**config.mk**
```make
export PLATFORM = sky130hd
export DESIGN_NAME = fsos_top
export DESIGN_NICKNAME = d
export VERILOG_FILES = /design/src/design/fsos_pkg.sv /design/src/design/fsos_stream_if.sv /design/src/design/fsos_fifo.sv /design/src/design/fsos_top.sv
export SDC_FILE = /design/constraint.sdc
export NUM_CORES = 1
export LEC_CHECK = 0
export ABC_AREA = 1
export BUFFER_PORTS_ARGS = -buffer_cell sky130_fd_sc_hd__buf_2
export CORE_MARGIN = 8
export CORE_UTILIZATION = 35
export CTS_CLUSTER_SIZE = 28
export DETAILED_ROUTE_END_ITERATION = 8
export GPL_TIMING_DRIVEN = 1
export PLACE_DENSITY_LB_ADDON = 0.05
export SYNTH_ARGS = -nofsm -noshare
export SYNTH_HDL_FRONTEND = slang
export SYNTH_SLANG_ARGS = --single-unit
```
**constraint.sdc**
```tcl
create_clock -name i_clk -period 5.63 [get_ports i_clk]
set_input_delay 0.563 -clock i_clk [delete_from_list [all_inputs] [get_ports i_clk]]
set_output_delay 0.563 -clock i_clk [all_outputs]
set_load 0.05 [all_outputs]
```
**src/design/fsos_pkg.sv**
```systemverilog
// Purpose: constants and types for the frame sync output select block
// Assumes: 10 MHz core clock, 10-bit video words
// Notes:   counts above 4096 cycles are also top-level parameters
package fsos_pkg;

  // clock and time base
  localparam int CLK_HZ      = 10_000_000;
  localparam int US_CYC      = CLK_HZ / 1_000_000;
  localparam int MS_CYC      = CLK_HZ / 1_000;
  localparam int LOST_US     = 1000;
  localparam int LOST_CYC    = LOST_US * US_CYC;
  localparam int LINE_US     = 64;
  localparam int LINE_CYC    = LINE_US * US_CYC;
  localparam int FRAME_LINES = 1125;
  localparam int FRAME_CYC   = FRAME_LINES * LINE_CYC;
  localparam int REF_TMO_CYC = 2 * FRAME_CYC;

  // offset limits
  localparam int VOFS_LIM = 1124;
  localparam int HOFS_LIM = 64;

  // fifo shape
  localparam int FIFO_W  = 11;
  localparam int FIFO_D  = 16;
  localparam int SOF_BIT = 10;

  // video levels
  localparam logic [9:0] BLACK_LVL = 10'h040;
  localparam logic [9:0] WHITE_LVL = 10'h3ac;
  localparam logic [9:0] GREY_LO   = 10'h110;
  localparam logic [9:0] GREY_HI   = 10'h2f0;
  localparam logic [9:0] PLUGE_LO  = 10'h03c;
  localparam logic [9:0] PLUGE_HI  = 10'h044;

  // minimum latency caps per output format
  localparam logic [3:0] CAP_SD    = 4'h8;
  localparam logic [3:0] CAP_720   = 4'h6;
  localparam logic [3:0] CAP_1080  = 4'h4;
  localparam logic [3:0] CAP_3G    = 4'h2;

  // snow generator
  localparam logic [15:0] LFSR_SEED = 16'hace1;
  localparam logic [15:0] LFSR_TAPS = 16'hb400;

  typedef enum logic [2:0] {
    MODE_INPUT   = 3'b000,
    MODE_BLACK   = 3'b001,
    MODE_FREEZE  = 3'b010,
    MODE_PATTERN = 3'b011,
    MODE_SNOW    = 3'b100
  } fsos_mode_t;

  typedef enum logic [2:0] {
    LOST_DISABLE = 3'b000,
    LOST_BLACK   = 3'b001,
    LOST_FREEZE  = 3'b010,
    LOST_PATTERN = 3'b011,
    LOST_SNOW    = 3'b100
  } fsos_lost_t;

  function automatic int fsos_clamp(input int v, input int lim);
    fsos_clamp = (v > lim) ? lim : ((v < -lim) ? -lim : v);
  endfunction

endpackage

```
**src/design/fsos_stream_if.sv**
```systemverilog
// Purpose: stream carrier between the top and its fifo
// Assumes: valid/ready handshake on both sides
// Notes:   one producer/consumer user, one fifo
`timescale 1ns/1ps
interface fsos_stream_if #(parameter int W = 11);
  logic         wr_valid;
  logic         wr_ready;
  logic [W-1:0] wr_data;
  logic         rd_valid;
  logic         rd_ready;
  logic [W-1:0] rd_data;
  modport user (output wr_valid, wr_data, rd_ready, input wr_ready, rd_valid, rd_data);
  modport fifo (input wr_valid, wr_data, rd_ready, output wr_ready, rd_valid, rd_data);
endinterface

```
**src/design/fsos_fifo.sv**
```systemverilog
// Purpose: word fifo with registered head
// Assumes: single clock
// Notes:   holds DEPTH words in memory plus one in the head register
`timescale 1ns/1ps
module fsos_fifo #(
  parameter int W     = 11,
  parameter int DEPTH = 16
) (
  input  wire logic   i_clk,
  input  wire logic   i_reset_n,
  fsos_stream_if.fifo bus
);
  localparam int AW = $clog2(DEPTH);

  typedef struct packed {
    logic [DEPTH-1:0][W-1:0] mem;
    logic [AW-1:0]           wptr;
    logic [AW-1:0]           rptr;
    logic [AW:0]             cnt;
    logic                    hvalid;
    logic [W-1:0]            hdata;
  } fsos_fifo_state_t;

  fsos_fifo_state_t st_reg;
  fsos_fifo_state_t st_next;
  logic             push;
  logic             load;

  assign bus.wr_ready = (st_reg.cnt != (AW+1)'(DEPTH));
  assign bus.rd_valid = st_reg.hvalid;
  assign bus.rd_data  = st_reg.hdata;
  assign push         = bus.wr_valid && bus.wr_ready;
  assign load         = (!st_reg.hvalid || bus.rd_ready) && (st_reg.cnt != '0);

  always_comb begin
    st_next = st_reg;
    if (push) begin
      st_next.mem[st_reg.wptr] = bus.wr_data;
      st_next.wptr             = st_reg.wptr + 1'b1;
    end
    if (bus.rd_ready && st_reg.hvalid) begin
      st_next.hvalid = 1'b0;
    end
    if (load) begin
      st_next.hdata  = st_reg.mem[st_reg.rptr];
      st_next.hvalid = 1'b1;
      st_next.rptr   = st_reg.rptr + 1'b1;
    end
    st_next.cnt = st_reg.cnt + (AW+1)'(push) - (AW+1)'(load);
  end

  always_ff @(posedge i_clk or negedge i_reset_n) begin
    if (!i_reset_n) begin
      st_reg <= '0;
    end else begin
      st_reg <= st_next;
    end
  end

endmodule // fsos_fifo

```
**src/design/fsos_top.sv**
```systemverilog
// Purpose: frame sync release and program output selection
// Assumes: video pins and reference are asynchronous to i_clk
// Notes:   freeze repeats the last word of the last valid frame
// Operation
// - output selector: input, black, freeze, pattern, snow
// - input mode passes buffered program video
// - black mode emits uniform black level
// - freeze repeats last word of frames with valid codes
// - pattern mode emits the selected pattern
// - snow mode emits noise from a generator
// - nine patterns, same choice for failover
// - lost input substitutes the configured action
// - disable action drops output enable when lost
// - offsets act only with sync enabled
// - vertical offset in lines, clamped to 1124
// - horizontal offset in microseconds, clamped to 64
// - negative offsets hold off the release
// - no release before minimum frames buffered, with sync enabled (one frame otherwise)
// - latency between minimum and minimum plus frame
// - minimum latency capped per output format
// - report delay in ms, frames and lines
// - report sync and scaler delay separately
// - report lock state and reference source
`timescale 1ns/1ps
module fsos_top #(
  parameter int P_LOST_CYC    = fsos_pkg::LOST_CYC,
  parameter int P_MS_CYC      = fsos_pkg::MS_CYC,
  parameter int P_FRAME_CYC   = fsos_pkg::FRAME_CYC,
  parameter int P_REF_TMO_CYC = fsos_pkg::REF_TMO_CYC
) (
  input  wire logic                i_clk,
  input  wire logic                i_reset_n,
  input  wire logic                i_vid_clk,
  input  wire logic [9:0]          i_vid_data,
  input  wire logic                i_vid_sof,
  input  wire logic                i_vid_code_ok,
  input  wire logic                i_ref_pulse,
  input  wire logic                i_sync_en,
  input  wire fsos_pkg::fsos_mode_t i_out_mode,
  input  wire fsos_pkg::fsos_lost_t i_lost_action,
  input  wire logic [3:0]          i_pattern_sel,
  input  wire logic signed [11:0]  i_voffset,
  input  wire logic signed [7:0]   i_hoffset,
  input  wire logic [3:0]          i_min_frames,
  input  wire logic [1:0]          i_out_format,
  input  wire logic [1:0]          i_ref_source,
  input  wire logic [15:0]         i_scaler_delay_ms,
  output logic                     o_in_ready,
  output logic [9:0]               o_pgm_data,
  output logic                     o_pgm_valid,
  output logic                     o_pgm_oe,
  output logic                     o_input_signal_lost,
  output logic                     o_locked,
  output logic [1:0]               o_ref_source_used,
  output logic [15:0]              o_delay_ms,
  output logic [15:0]              o_fs_delay_ms,
  output logic [15:0]              o_scaler_delay_ms,
  output logic [3:0]               o_delay_frames,
  output logic [11:0]              o_delay_lines,
  output logic [3:0]               o_eff_min_frames
);
  import fsos_pkg::*;

  typedef struct packed {
    logic        vclk_s1;
    logic        vclk_s2;
    logic        vclk_d;
    logic [11:0] vin_s1;
    logic [11:0] vin_s2;
    logic        ref_s1;
    logic        ref_s2;
    logic        ref_d;
    logic        lost;
    logic [31:0] lost_cnt;
    logic [31:0] ref_age;
    logic        armed;
    logic [31:0] hold_cnt;
    logic        reading;
    logic        popped_any;
    logic [3:0]  frames_buf;
    logic [9:0]  hpos;
    logic [15:0] lfsr;
    logic [9:0]  freeze_word;
    logic [9:0]  out_data;
    logic        out_valid;
    logic        out_oe;
    logic [31:0] ms_pre;
    logic [15:0] ms_cnt;
    logic [15:0] fs_ms;
    logic [15:0] tot_ms;
    logic [15:0] scl_ms;
    logic [3:0]  dly_frames;
    logic [11:0] dly_lines;
    logic        locked;
    logic [1:0]  ref_src;
  } fsos_state_t;

  fsos_state_t        st_reg;
  fsos_state_t        st_next;
  fsos_mode_t         eff_mode;
  logic               vclk_rise;
  logic               ref_rise;
  logic               push;
  logic               pop;
  logic               head_sof;
  logic               trigger;
  logic               release_now;
  logic [3:0]         eff_min;
  logic [3:0]         need;
  logic signed [31:0] v_cl;
  logic signed [31:0] h_cl;
  logic signed [31:0] tot_dly;

  fsos_stream_if #(.W(FIFO_W)) fifo_bus ();

  fsos_fifo #(
    .W     (FIFO_W),
    .DEPTH (FIFO_D)
  ) u_fifo (
    .i_clk     (i_clk),
    .i_reset_n (i_reset_n),
    .bus       (fifo_bus)
  );

  function automatic logic [3:0] fmt_cap(input logic [1:0] fmt);
    unique case (fmt)
      2'b00:   fmt_cap = CAP_SD;
      2'b01:   fmt_cap = CAP_720;
      2'b10:   fmt_cap = CAP_1080;
      2'b11:   fmt_cap = CAP_3G;
    endcase
  endfunction

  function automatic logic [9:0] pattern_word(input logic [3:0] sel, input logic [9:0] h);
    logic [2:0] bar;
    bar = h[9:7];
    unique case (sel)
      4'h0:    pattern_word = {2'b01, ~bar, 5'h00};
      4'h1:    pattern_word = {1'b1, ~bar, 6'h00};
      4'h2:    pattern_word = h[9] ? {2'b01, bar, 5'h00} : {1'b1, ~bar, 6'h00};
      4'h3:    pattern_word = (h[6] ^ h[8]) ? GREY_HI : GREY_LO;
      4'h4:    pattern_word = (h[9:8] == 2'b01) ? PLUGE_LO : ((h[9:8] == 2'b10) ? PLUGE_HI : BLACK_LVL);
      4'h5:    pattern_word = h;
      4'h6:    pattern_word = h ^ {h[8:0], 1'b0};
      4'h7:    pattern_word = (h[9:4] == 6'h00 || h[9]) ? WHITE_LVL : BLACK_LVL;
      4'h8:    pattern_word = h[4'({2'b00, h[9:8]}) + 4'h2] ? GREY_HI : GREY_LO;
      default: pattern_word = BLACK_LVL;
    endcase
  endfunction

  // offset and release timing
  always_comb begin
    v_cl    = fsos_clamp(int'(i_voffset), VOFS_LIM);
    h_cl    = fsos_clamp(int'(i_hoffset), HOFS_LIM);
    tot_dly = v_cl * LINE_CYC + h_cl * US_CYC;
    if (tot_dly < 0) begin
      tot_dly = tot_dly + P_FRAME_CYC;
    end
  end

  assign eff_min     = (i_min_frames > fmt_cap(i_out_format)) ? fmt_cap(i_out_format) : i_min_frames;
  assign need        = (i_sync_en && eff_min != 4'h0) ? eff_min : 4'h1;
  assign vclk_rise   = st_reg.vclk_s2 && !st_reg.vclk_d;
  assign ref_rise    = st_reg.ref_s2 && !st_reg.ref_d;
  assign head_sof    = fifo_bus.rd_data[SOF_BIT];
  assign trigger     = i_sync_en ? (st_reg.armed && st_reg.hold_cnt == 32'h0000_0000) : 1'b1;
  assign release_now = trigger && !st_reg.reading && fifo_bus.rd_valid && head_sof
                       && (st_reg.frames_buf >= need);

  // fifo handshake, back-pressure reaches the pins
  assign fifo_bus.wr_valid = vclk_rise;
  assign fifo_bus.wr_data  = st_reg.vin_s2[10:0];
  assign fifo_bus.rd_ready = st_reg.reading ? !(head_sof && st_reg.popped_any) : !head_sof;
  assign push              = fifo_bus.wr_valid && fifo_bus.wr_ready;
  assign pop               = fifo_bus.rd_valid && fifo_bus.rd_ready;
  assign o_in_ready        = fifo_bus.wr_ready;

  always_comb begin
    if (i_out_mode == MODE_INPUT && st_reg.lost && i_lost_action != LOST_DISABLE) begin
      eff_mode = fsos_mode_t'(i_lost_action);
    end else begin
      eff_mode = i_out_mode;
    end
  end

  always_comb begin
    st_next         = st_reg;
    st_next.vclk_s1 = i_vid_clk;
    st_next.vclk_s2 = st_reg.vclk_s1;
    st_next.vclk_d  = st_reg.vclk_s2;
    st_next.vin_s1  = {i_vid_code_ok, i_vid_sof, i_vid_data};
    st_next.vin_s2  = st_reg.vin_s1;
    st_next.ref_s1  = i_ref_pulse;
    st_next.ref_s2  = st_reg.ref_s1;
    st_next.ref_d   = st_reg.ref_s2;

    // loss of signal watch
    if (vclk_rise && st_reg.vin_s2[11]) begin
      st_next.lost_cnt = 32'h0000_0000;
      st_next.lost     = 1'b0;
    end else if (st_reg.lost_cnt < 32'(P_LOST_CYC)) begin
      st_next.lost_cnt = st_reg.lost_cnt + 32'h0000_0001;
    end else begin
      st_next.lost    = 1'b1;
    end

    // reference watch and lock
    if (ref_rise) begin
      st_next.ref_age = 32'h0000_0000;
    end else if (st_reg.ref_age < 32'(P_REF_TMO_CYC)) begin
      st_next.ref_age = st_reg.ref_age + 32'h0000_0001;
    end
    st_next.locked  = i_sync_en && (st_reg.ref_age < 32'(P_REF_TMO_CYC)) && !st_reg.lost;
    st_next.ref_src = i_ref_source;

    // offset hold-off after each reference edge
    if (!i_sync_en) begin
      st_next.armed = 1'b0;
    end else if (ref_rise) begin
      st_next.armed    = 1'b1;
      st_next.hold_cnt = 32'(tot_dly);
    end else if (st_reg.armed && st_reg.hold_cnt == 32'h0000_0000) begin
      st_next.armed = 1'b0;
    end else if (st_reg.armed) begin
      st_next.hold_cnt = st_reg.hold_cnt - 32'h0000_0001;
    end

    // frame release and end of frame
    if (release_now) begin
      st_next.reading    = 1'b1;
      st_next.popped_any = 1'b0;
      st_next.fs_ms      = st_reg.ms_cnt;
      st_next.dly_frames = st_reg.frames_buf;
      st_next.dly_lines  = (v_cl > 0) ? 12'(v_cl) : 12'h000;
    end else if (st_reg.reading && fifo_bus.rd_valid && head_sof && st_reg.popped_any) begin
      st_next.reading    = 1'b0;
      st_next.popped_any = 1'b0;
    end else if (pop && st_reg.reading) begin
      st_next.popped_any = 1'b1;
    end
    st_next.scl_ms = i_scaler_delay_ms;
    st_next.tot_ms = st_reg.fs_ms + st_reg.scl_ms;

    // frames held in the buffer
    st_next.frames_buf = st_reg.frames_buf
                         + 4'(push && fifo_bus.wr_data[SOF_BIT])
                         - 4'(pop && head_sof);

    // age of the oldest buffered frame in ms
    if (st_reg.frames_buf == 4'h0) begin
      st_next.ms_pre = 32'h0000_0000;
      st_next.ms_cnt = 16'h0000;
    end else if (st_reg.ms_pre >= 32'(P_MS_CYC - 1)) begin
      st_next.ms_pre = 32'h0000_0000;
      st_next.ms_cnt = st_reg.ms_cnt + 16'h0001;
    end else begin
      st_next.ms_pre = st_reg.ms_pre + 32'h0000_0001;
    end

    // freeze store only from frames with valid codes
    if (pop && st_reg.reading && !st_reg.lost) begin
      st_next.freeze_word = fifo_bus.rd_data[9:0];
    end

    // generators
    st_next.hpos = st_reg.hpos + 10'h001;
    st_next.lfsr = st_reg.lfsr[0] ? ((st_reg.lfsr >> 1) ^ LFSR_TAPS) : (st_reg.lfsr >> 1);

    // program output
    st_next.out_oe    = 1'b1;
    st_next.out_valid = 1'b1;
    unique case (eff_mode)
      MODE_INPUT: begin
        if (st_reg.lost) begin
          st_next.out_oe    = 1'b0;
          st_next.out_valid = 1'b0;
        end else begin
          st_next.out_valid = pop && st_reg.reading;
          if (pop && st_reg.reading) begin
            st_next.out_data = fifo_bus.rd_data[9:0];
          end
        end
      end
      MODE_BLACK: begin
        st_next.out_data = BLACK_LVL;
      end
      MODE_FREEZE: begin
        st_next.out_data = st_reg.freeze_word;
      end
      MODE_PATTERN: begin
        st_next.out_data = pattern_word(i_pattern_sel, st_reg.hpos);
      end
      MODE_SNOW: begin
        st_next.out_data = st_reg.lfsr[9:0];
      end
      default: begin
        st_next.out_data  = BLACK_LVL;
      end
    endcase
  end

  always_ff @(posedge i_clk or negedge i_reset_n) begin
    if (!i_reset_n) begin
      st_reg          <= '0;
      st_reg.lfsr     <= LFSR_SEED;
      st_reg.out_data <= BLACK_LVL;
    end else begin
      st_reg <= st_next;
    end
  end

  assign o_pgm_data          = st_reg.out_data;
  assign o_pgm_valid         = st_reg.out_valid;
  assign o_pgm_oe            = st_reg.out_oe;
  assign o_input_signal_lost = st_reg.lost;
  assign o_locked            = st_reg.locked;
  assign o_ref_source_used   = st_reg.ref_src;
  assign o_delay_ms          = st_reg.tot_ms;
  assign o_fs_delay_ms       = st_reg.fs_ms;
  assign o_scaler_delay_ms   = st_reg.scl_ms;
  assign o_delay_frames      = st_reg.dly_frames;
  assign o_delay_lines       = st_reg.dly_lines;
  assign o_eff_min_frames    = eff_min;

  // checks
  AST_LOST_SET: assert property (@(posedge i_clk) disable iff (!i_reset_n)
    $rose(st_reg.lost) |-> $past(st_reg.lost_cnt) == 32'(P_LOST_CYC))
    else $error("loss flag set at wrong count");

  AST_BLACK: assert property (@(posedge i_clk) disable iff (!i_reset_n)
    $past(i_out_mode) == MODE_BLACK && $past(i_reset_n) |-> st_reg.out_data == BLACK_LVL && st_reg.out_valid)
    else $error("black mode not black");

  AST_DISABLE: assert property (@(posedge i_clk) disable iff (!i_reset_n)
    $past(i_out_mode == MODE_INPUT && st_reg.lost && i_lost_action == LOST_DISABLE) |-> !o_pgm_oe)
    else $error("output still enabled while lost");

  AST_SNOW: assert property (@(posedge i_clk) disable iff (!i_reset_n)
    $past(eff_mode) == MODE_SNOW |-> st_reg.out_data == $past(st_reg.lfsr[9:0]))
    else $error("snow word mismatch");

  AST_FREEZE: assert property (@(posedge i_clk) disable iff (!i_reset_n)
    $past(eff_mode) == MODE_FREEZE ##1 $past(eff_mode) == MODE_FREEZE
      |-> $stable(st_reg.out_data) || $past(pop && st_reg.reading, 2))
    else $error("freeze output wandered");

  AST_MIN_LAT: assert property (@(posedge i_clk) disable iff (!i_reset_n)
    $rose(st_reg.reading) |-> $past(st_reg.frames_buf) >= $past(need) && $past(need) >= 4'h1)
    else $error("frame released below minimum latency");

  AST_CAP: assert property (@(posedge i_clk) disable iff (!i_reset_n)
    eff_min <= fmt_cap(i_out_format) && eff_min <= i_min_frames)
    else $error("minimum latency above format cap");

  AST_OFS_OFF: assert property (@(posedge i_clk) disable iff (!i_reset_n)
    !$past(i_sync_en) |-> !st_reg.armed)
    else $error("offset armed without sync");

  AST_HOLD_LOAD: assert property (@(posedge i_clk) disable iff (!i_reset_n)
    (ref_rise && i_sync_en) |=> st_reg.armed && st_reg.hold_cnt == 32'($past(tot_dly)))
    else $error("hold-off count not loaded");

  AST_REPORT: assert property (@(posedge i_clk) disable iff (!i_reset_n)
    $rose(st_reg.reading) |-> st_reg.dly_frames == $past(st_reg.frames_buf) ##2
      o_delay_ms == o_fs_delay_ms + $past(i_scaler_delay_ms, 2))
    else $error("delay report not latched");

endmodule // fsos_top

```
---- After elaboration in Yosys (flattened, before gate mapping) ----
Cells that the tools add are included.
storage, ports and cells
  input port bits ......................... 71
  register bits ........................... 498
  word-level logic and storage cells ...... 216
  output and inout bits ................... 85
cells by class
  reductions and logical operators ........ 53
  bitwise operators ....................... 4
  mux-type cells .......................... 52
  magnitude comparators ................... 15
  multipliers ............................. 2
  eq/ne operators ......................... 22
  add/subtract/negate cells ............... 16
operators by type and width
  operator                                                                                number
  32-bit two-way mux                                                                      11
  176-bit bitwise mux                                                                     1
  32-bit by 1-bit adder with 32-bit output (second input constant)                        3
  10-bit one-hot mux with 9 select lines                                                  1
  33-bit two-way mux                                                                      2
  10-bit two-way mux                                                                      6
  48-bit two-way mux                                                                      1
  11-bit binary-select mux with 4-bit select                                              1
  11-bit demux with 4-bit select                                                          1
  10-bit one-hot mux with 4 select lines                                                  1
  32-bit by 21-bit adder with 32-bit output (second input constant)                       1
  32-bit adder                                                                            1
  32-bit by 14-bit greater-or-equal comparator with 1-bit output (second input constant)  1
  32-bit by 1-bit > comparator with 1-bit output (second input constant)                  1
  32-bit zero test                                                                        1
  32-bit by 1-bit less-than comparator with 1-bit output (second input constant)          1
  32-bit by 14-bit less-than comparator with 1-bit output (second input constant)         1
  32-bit by 21-bit less-than comparator with 1-bit output (second input constant)         1
  32-bit by 4-bit multiplier with 25-bit output (second input constant)                   1
  32-bit by 4-bit multiplier with 31-bit output (second input constant)                   1
  16-bit two-way mux                                                                      2
  32-bit by 1-bit subtractor with 32-bit output (second input constant)                   1
  1-bit logical AND                                                                       25
  12-bit two-way mux                                                                      2
  other kinds (53)                                                                        96

---- Depth between registers and ports, before layout ----
  depth in word-level cells ............... 10
  depth in mapped cells ................... 42

---- Hierarchy ----
A second synthesis with hierarchy kept.
second synthesis, totals
  cells, all modules ...................... 3675
  area total of the unflattened synthesis .. 28542.4 um^2
by module, submodules not included
  module     cells each  seq. area each (um^2)  area each (um^2)  times used
  fsos_top   2408        7443.4                 18544.0           1
  fsos_fifo  1267        5029.8                 9998.3            1

---- Worst setup path after synthesis ----
OpenSTA, ideal clock, no wires.
  path type ............................... input to register
  start point ............................. input i_voffset[4]
  end point ............................... register st_reg[195] (netlist bit)
  setup time .............................. 121 ps
  setup slack ............................. -125 ps
  path buffers ............................ 0
  cell stages on the path ................. 41
  arrival ................................. 5633 ps
  required time ........................... 5509 ps
  cells stage by stage .................... inv_1 > o31ai_1 > nand4_1 > nand2_1 > nand2_1 > ha_1 > inv_1 > nand2_1 > nor2_1 > ha_1 > ha_1 > fa_1 > nand2_1 > nand2_1 > a21oi_1 > o21ai_0 > a21oi_1 > o21bai_1 > [... 5 more ...] > ha_1 > nand2_1 > inv_1 > nand2_1 > nor3_1 > nand2_1 > nand2_1 > nand2_1 > nand2_1 > nand2_1 > nor2_2 > nand3_2 > inv_2 > nand2_1 > nand2_1 > nand3_1 > nand2_1 > o21ai_1
on the way
  word-level cells in the longest chain between the ends .. 8
  elaborated cells between the ends (all ways) .. 10
  those cells by class .................... add/sub: 2; mul: 1; order compare: 3; mux: 4
ends and longest elaborated chain
  item                                                                                                                 line                              text
  from (decl)                                                                                                          fsos_top.sv:42                    input wire logic signed [11:0] i_voffset,
  12-bit less-than comparator                                                                                          fsos_pkg.sv:62                    fsos_clamp = (v > lim) ? lim : ((v < -lim) ? -lim : v);
  32-bit two-way mux                                                                                                   fsos_pkg.sv:62
  32-bit two-way mux *                                                                                                 fsos_pkg.sv:62
  32-bit by 4-bit multiplier with 25-bit output *                                                                      fsos_top.sv:155                   tot_dly = v_cl * LINE_CYC + h_cl * US_CYC;
  32-bit adder *                                                                                                       fsos_top.sv:155
  32-bit by 21-bit adder with 32-bit output or 32-bit by 1-bit less-than comparator with 1-bit output (tied branches)  fsos_top.sv:157, fsos_top.sv:156
  32-bit two-way mux *                                                                                                 fsos_top.sv:156                   if (tot_dly < 0) begin
  33-bit two-way mux *                                                                                                 fsos_top.sv:219                   end else if (ref_rise) begin
  to (signal assigned)                                                                                                 fsos_top.sv:308                   st_reg <= st_next;
  to (decl)                                                                                                            fsos_top.sv:98                    fsos_state_t st_reg;
Every way passes the cells marked *; elsewhere a longest branch is shown, timed or not.
A chain may end at the register's enable or synchronous reset.

---- Final worst setup path ----
  start point ............................. input i_voffset[2]
  end point ............................... register st_reg[190] (netlist bit)
The elaborated chain is that of the path after synthesis.

==> impl_metrics.py <==
metrics = {
    "global_routing": {
        "grt-ovfl-total": 0,
        "antenna_found_initial": 1,
        "grt_pass1_wl_mm": 123,
        "grt_pass1_vias": 22973,
        "grt_max_degree": 152,
        "grt_usage_pct": 17.3,
    },
    "clock_tree": {
        "clockBufferDepth": 3,
        "cts_tree": "yes",
        "cts-root-buf": "clkbuf_16",
        "htreeDepth": 2,
        "cts.clk_slew.worst_paths_ns": 0.06,
        "clock_latency_ns": 0.65,
        "cts-buffers-inserted": 59,
        "cts_num_sinks": 498,
    },
    "logic_synthesis": {
        "synth_area_per_cell_um2": 8.13,
        "synth_cell_types": 60,
        "yosys_warnings": 0,
        "synthesis.area_um2": 27100,
        "synth_xor_area_share_pct": 3.09,
        "synth_edf_count": 0,
        "synthCells": 3338,
        "yosys-top-cells-area": "dfrtp_1 (45%), nand2_1 (10%), o21ai_0 (7.2%)",
        "synth_top_area_share_pct": 45.1,
        "ys_ff_latch": 498,
        "synth_top_family_by_area": "simple AND/OR/NAND/NOR gates",
        "synth_top_flop_cell": "dfrtp_1",
        "synth_compound_area_share_pct": 14.2,
        "ys_seq_area_share_pct": 46.0,
        "yosys.area_share.simple_pct": 21.2,
        "async_flop_share_pct": 100,
        "synth_fa_ha_area_share_pct": 6.25,
        "yosysTopAreaCell": "dfrtp_1",
        "synthMuxAreaShare_pct": 0,
    },
    "critical_path": {
        "endpoint_kind": "flip-flop",
        "rr_worst_depth": 14,
        "slowest_delay_ns": 0.35,
        "worstPathMaxFanout": 19,
        "r2r_slack_ns": 2.72,
        "cp-startpoint": "i_voffset[2]",
        "critical_path_class": "in -> reg",
        "slowest_stage": "ha_1",
        "cp.arrival_ns": 5.69,
        "r2r_end": "st_reg[82]$_DFFE_PN0P_",
        "setup.worst_path.start_class": "input pin",
        "crit_path_frequent_cell": "nand2_1",
        "required_ns": 6.13,
        "r2r-start": "st_reg[83]$_DFF_PN0_",
    },
    "layout": {
        "utilization_pct": 41.1,
        "num-fill-cells": 7984,
        "antennaDiodeCount": 0,
        "finalNetCount": 3759,
        "largest_reg_flops": 190,
        "syn2layout_area_growth_pct": 16.6,
        "final_cell_mix": "nand2_1 (728), dfrtp_1 (488), o21ai_0 (391), inv_1 (369), nor2_1 (286)",
        "final_cell_count_no_fill": 4638,
        "layout.cells.most_common": "nand2_1",
        "drive_gt1_share_pct": 14.1,
        "design_area_um2": 31700,
    },
    "power_and_ir_drop": {
        "p_leak_nw": 15.6,
        "p_per_area_nw_per_um2": 469,
        "ir_drop_uv": 283,
    },
    "floorplan": {
        "die-area_um2": 86700,
        "pin_count": 156,
        "core_region_area_um2": 77100,
        "fp-row-count": 102,
        "die_h_um": 294,
        "die_w_um": 294,
        "start_util_pct": 35.2,
    },
    "drt": {
        "via_count": 22799,
        "drt_pass1_iterations": 5,
        "wl_per_cell_um": 16.3,
        "ant_nets": 0,
        "viasPerCell": 4.92,
        "routed_wl_mm": 75.5,
        "drc": 0,
        "drt_iter0_markers": 1279,
    },
    "placed_design": {
        "io_buffers": 155,
        "gp_congestion": 0.844,
        "dp.cells": 4520,
        "placed_area_um2": 29600,
        "post-dp-hpwl_mm": 52.2,
    },
    "min_path": {
        "hold_end": "st_next[276]$_DFF_PN0_",
        "whs_path_depth": 1,
        "hp-start": "i_vid_data[6]",
        "min_path_type": "in -> reg",
    },
    "timing": {
        "post-route-period-util_pct": 92.1,
        "skew_ns": 0.0526,
        "final.min_clock_period_ns": 5.19,
        "timing.final.hold_violations": 0,
        "finalSetupViolations": 0,
        "slew_violations": 0,
        "holdWs_ns": 0.0448,
        "relSlewSlack_pct": 22.1,
        "tightestPinTransition_ns": 1.17,
        "max_clock_freq_ghz": 0.193,
    },
    "flow_run": {
        "drv_cap": 0,
    },
    "run_status": {
        "outcome": "finished, final reports clean",
    },
}
==> stage by stage <==
step	worst slack, ns	TNS, ns	total power [mW]
finish	0.444	0	14.9
global route	-0.00644	-0.00644	16.1
detailed placement	-0.541	-11.75	11.3
global placement	-0.415	-8.10	11.2
floorplan	0.0613	0	9.39
CTS	0.101	0	15.0
==> how the worst max path moves through the flow <==
stage,to,slack [ns],cells after the start
finish,st_reg[190]$_DFFE_PN0P_,0.44,39
global route,st_reg[192]$_DFFE_PN0P_,-0.006,43
CTS,st_reg[190]$_DFFE_PN0P_,0.10,39
detailed placement,st_reg[190]$_DFFE_PN0P_,-0.54,38
global placement,st_reg[190]$_DFFE_PN0P_,-0.41,39
floorplan,st_reg[195]$_DFFE_PN0P_,0.06,41
==> power breakdown <==
part | switching, mW | total (mW) | leakage (nW) | internal (mW)
clock network | 1.53 | 3.64 | 0.892 | 2.11
logic | 3.82 | 6.00 | 8.37 | 2.18
registers | 0.655 | 5.22 | 6.36 | 4.57
==> kinds of logic after synthesis <==
| kind of cell | after synthesis |
|---|---|
| compound gates | 678 |
| fa+ha+maj | 132 |
| simple gates | 1352 |
| flops | 498 |
| other cells | 1 |
| buf+inv | 582 |
| xor+xnor | 95 |
==> cell type report <==
cell class,instances,area [µm²],share of cell area [%]
timing repair buffer,337,2240,7.08
clock inverter,15,165,0.522
sequential,498,12500,39.4
inverter,385,1450,4.57
multi-input combinational,2275,12300,39.0
tap,1040,1300,4.11
clock buffer,88,1690,5.32
==> critical path: cells and delay by family <==
family                     cells  cell delay [ns]
AOI/OAI and AO/OA              7             1.10
buffers and inverters          5             0.47
and+or+nand+nor               21             1.98
xor gates and xnor gates       1             0.15
adders and majority gates      5             1.42
==> cells in the mapped netlist, drive strengths merged (9+ instances only) <==
cell type and count:
nand2 748, dfrtp 489, o21ai 399, inv 379, nor2 303, nand3 139
ha 126, a21oi 116, clkbuf 103, buf 94, xor2 69, nand4 63
nor3 57, o221ai 29, xnor2 26, a31oi 25, nor4 24, o211ai 24
o22ai 19, o31ai 19, dfstp 9
==> timing repair <==
item	in CTS	in global routing
gates resized for setup	0	24
setup buffers	0	4
endpoints found under the setup margin	0	25
hold buffers	11	0
hold endpoints to repair	38	0
==> metal layers <==
metal | up-vias | track usage, % | routed length [µm]
li1 | 11364 | - | -
met1 | 10914 | 22.6 | 34800
met2 | 411 | 29.5 | 35600
met3 | 110 | 2.58 | 3240
met4 | 0 | 4.97 | 1890
met5 | - | 0 | 0
Note: power is estimated with default switching activity, not from simulation.
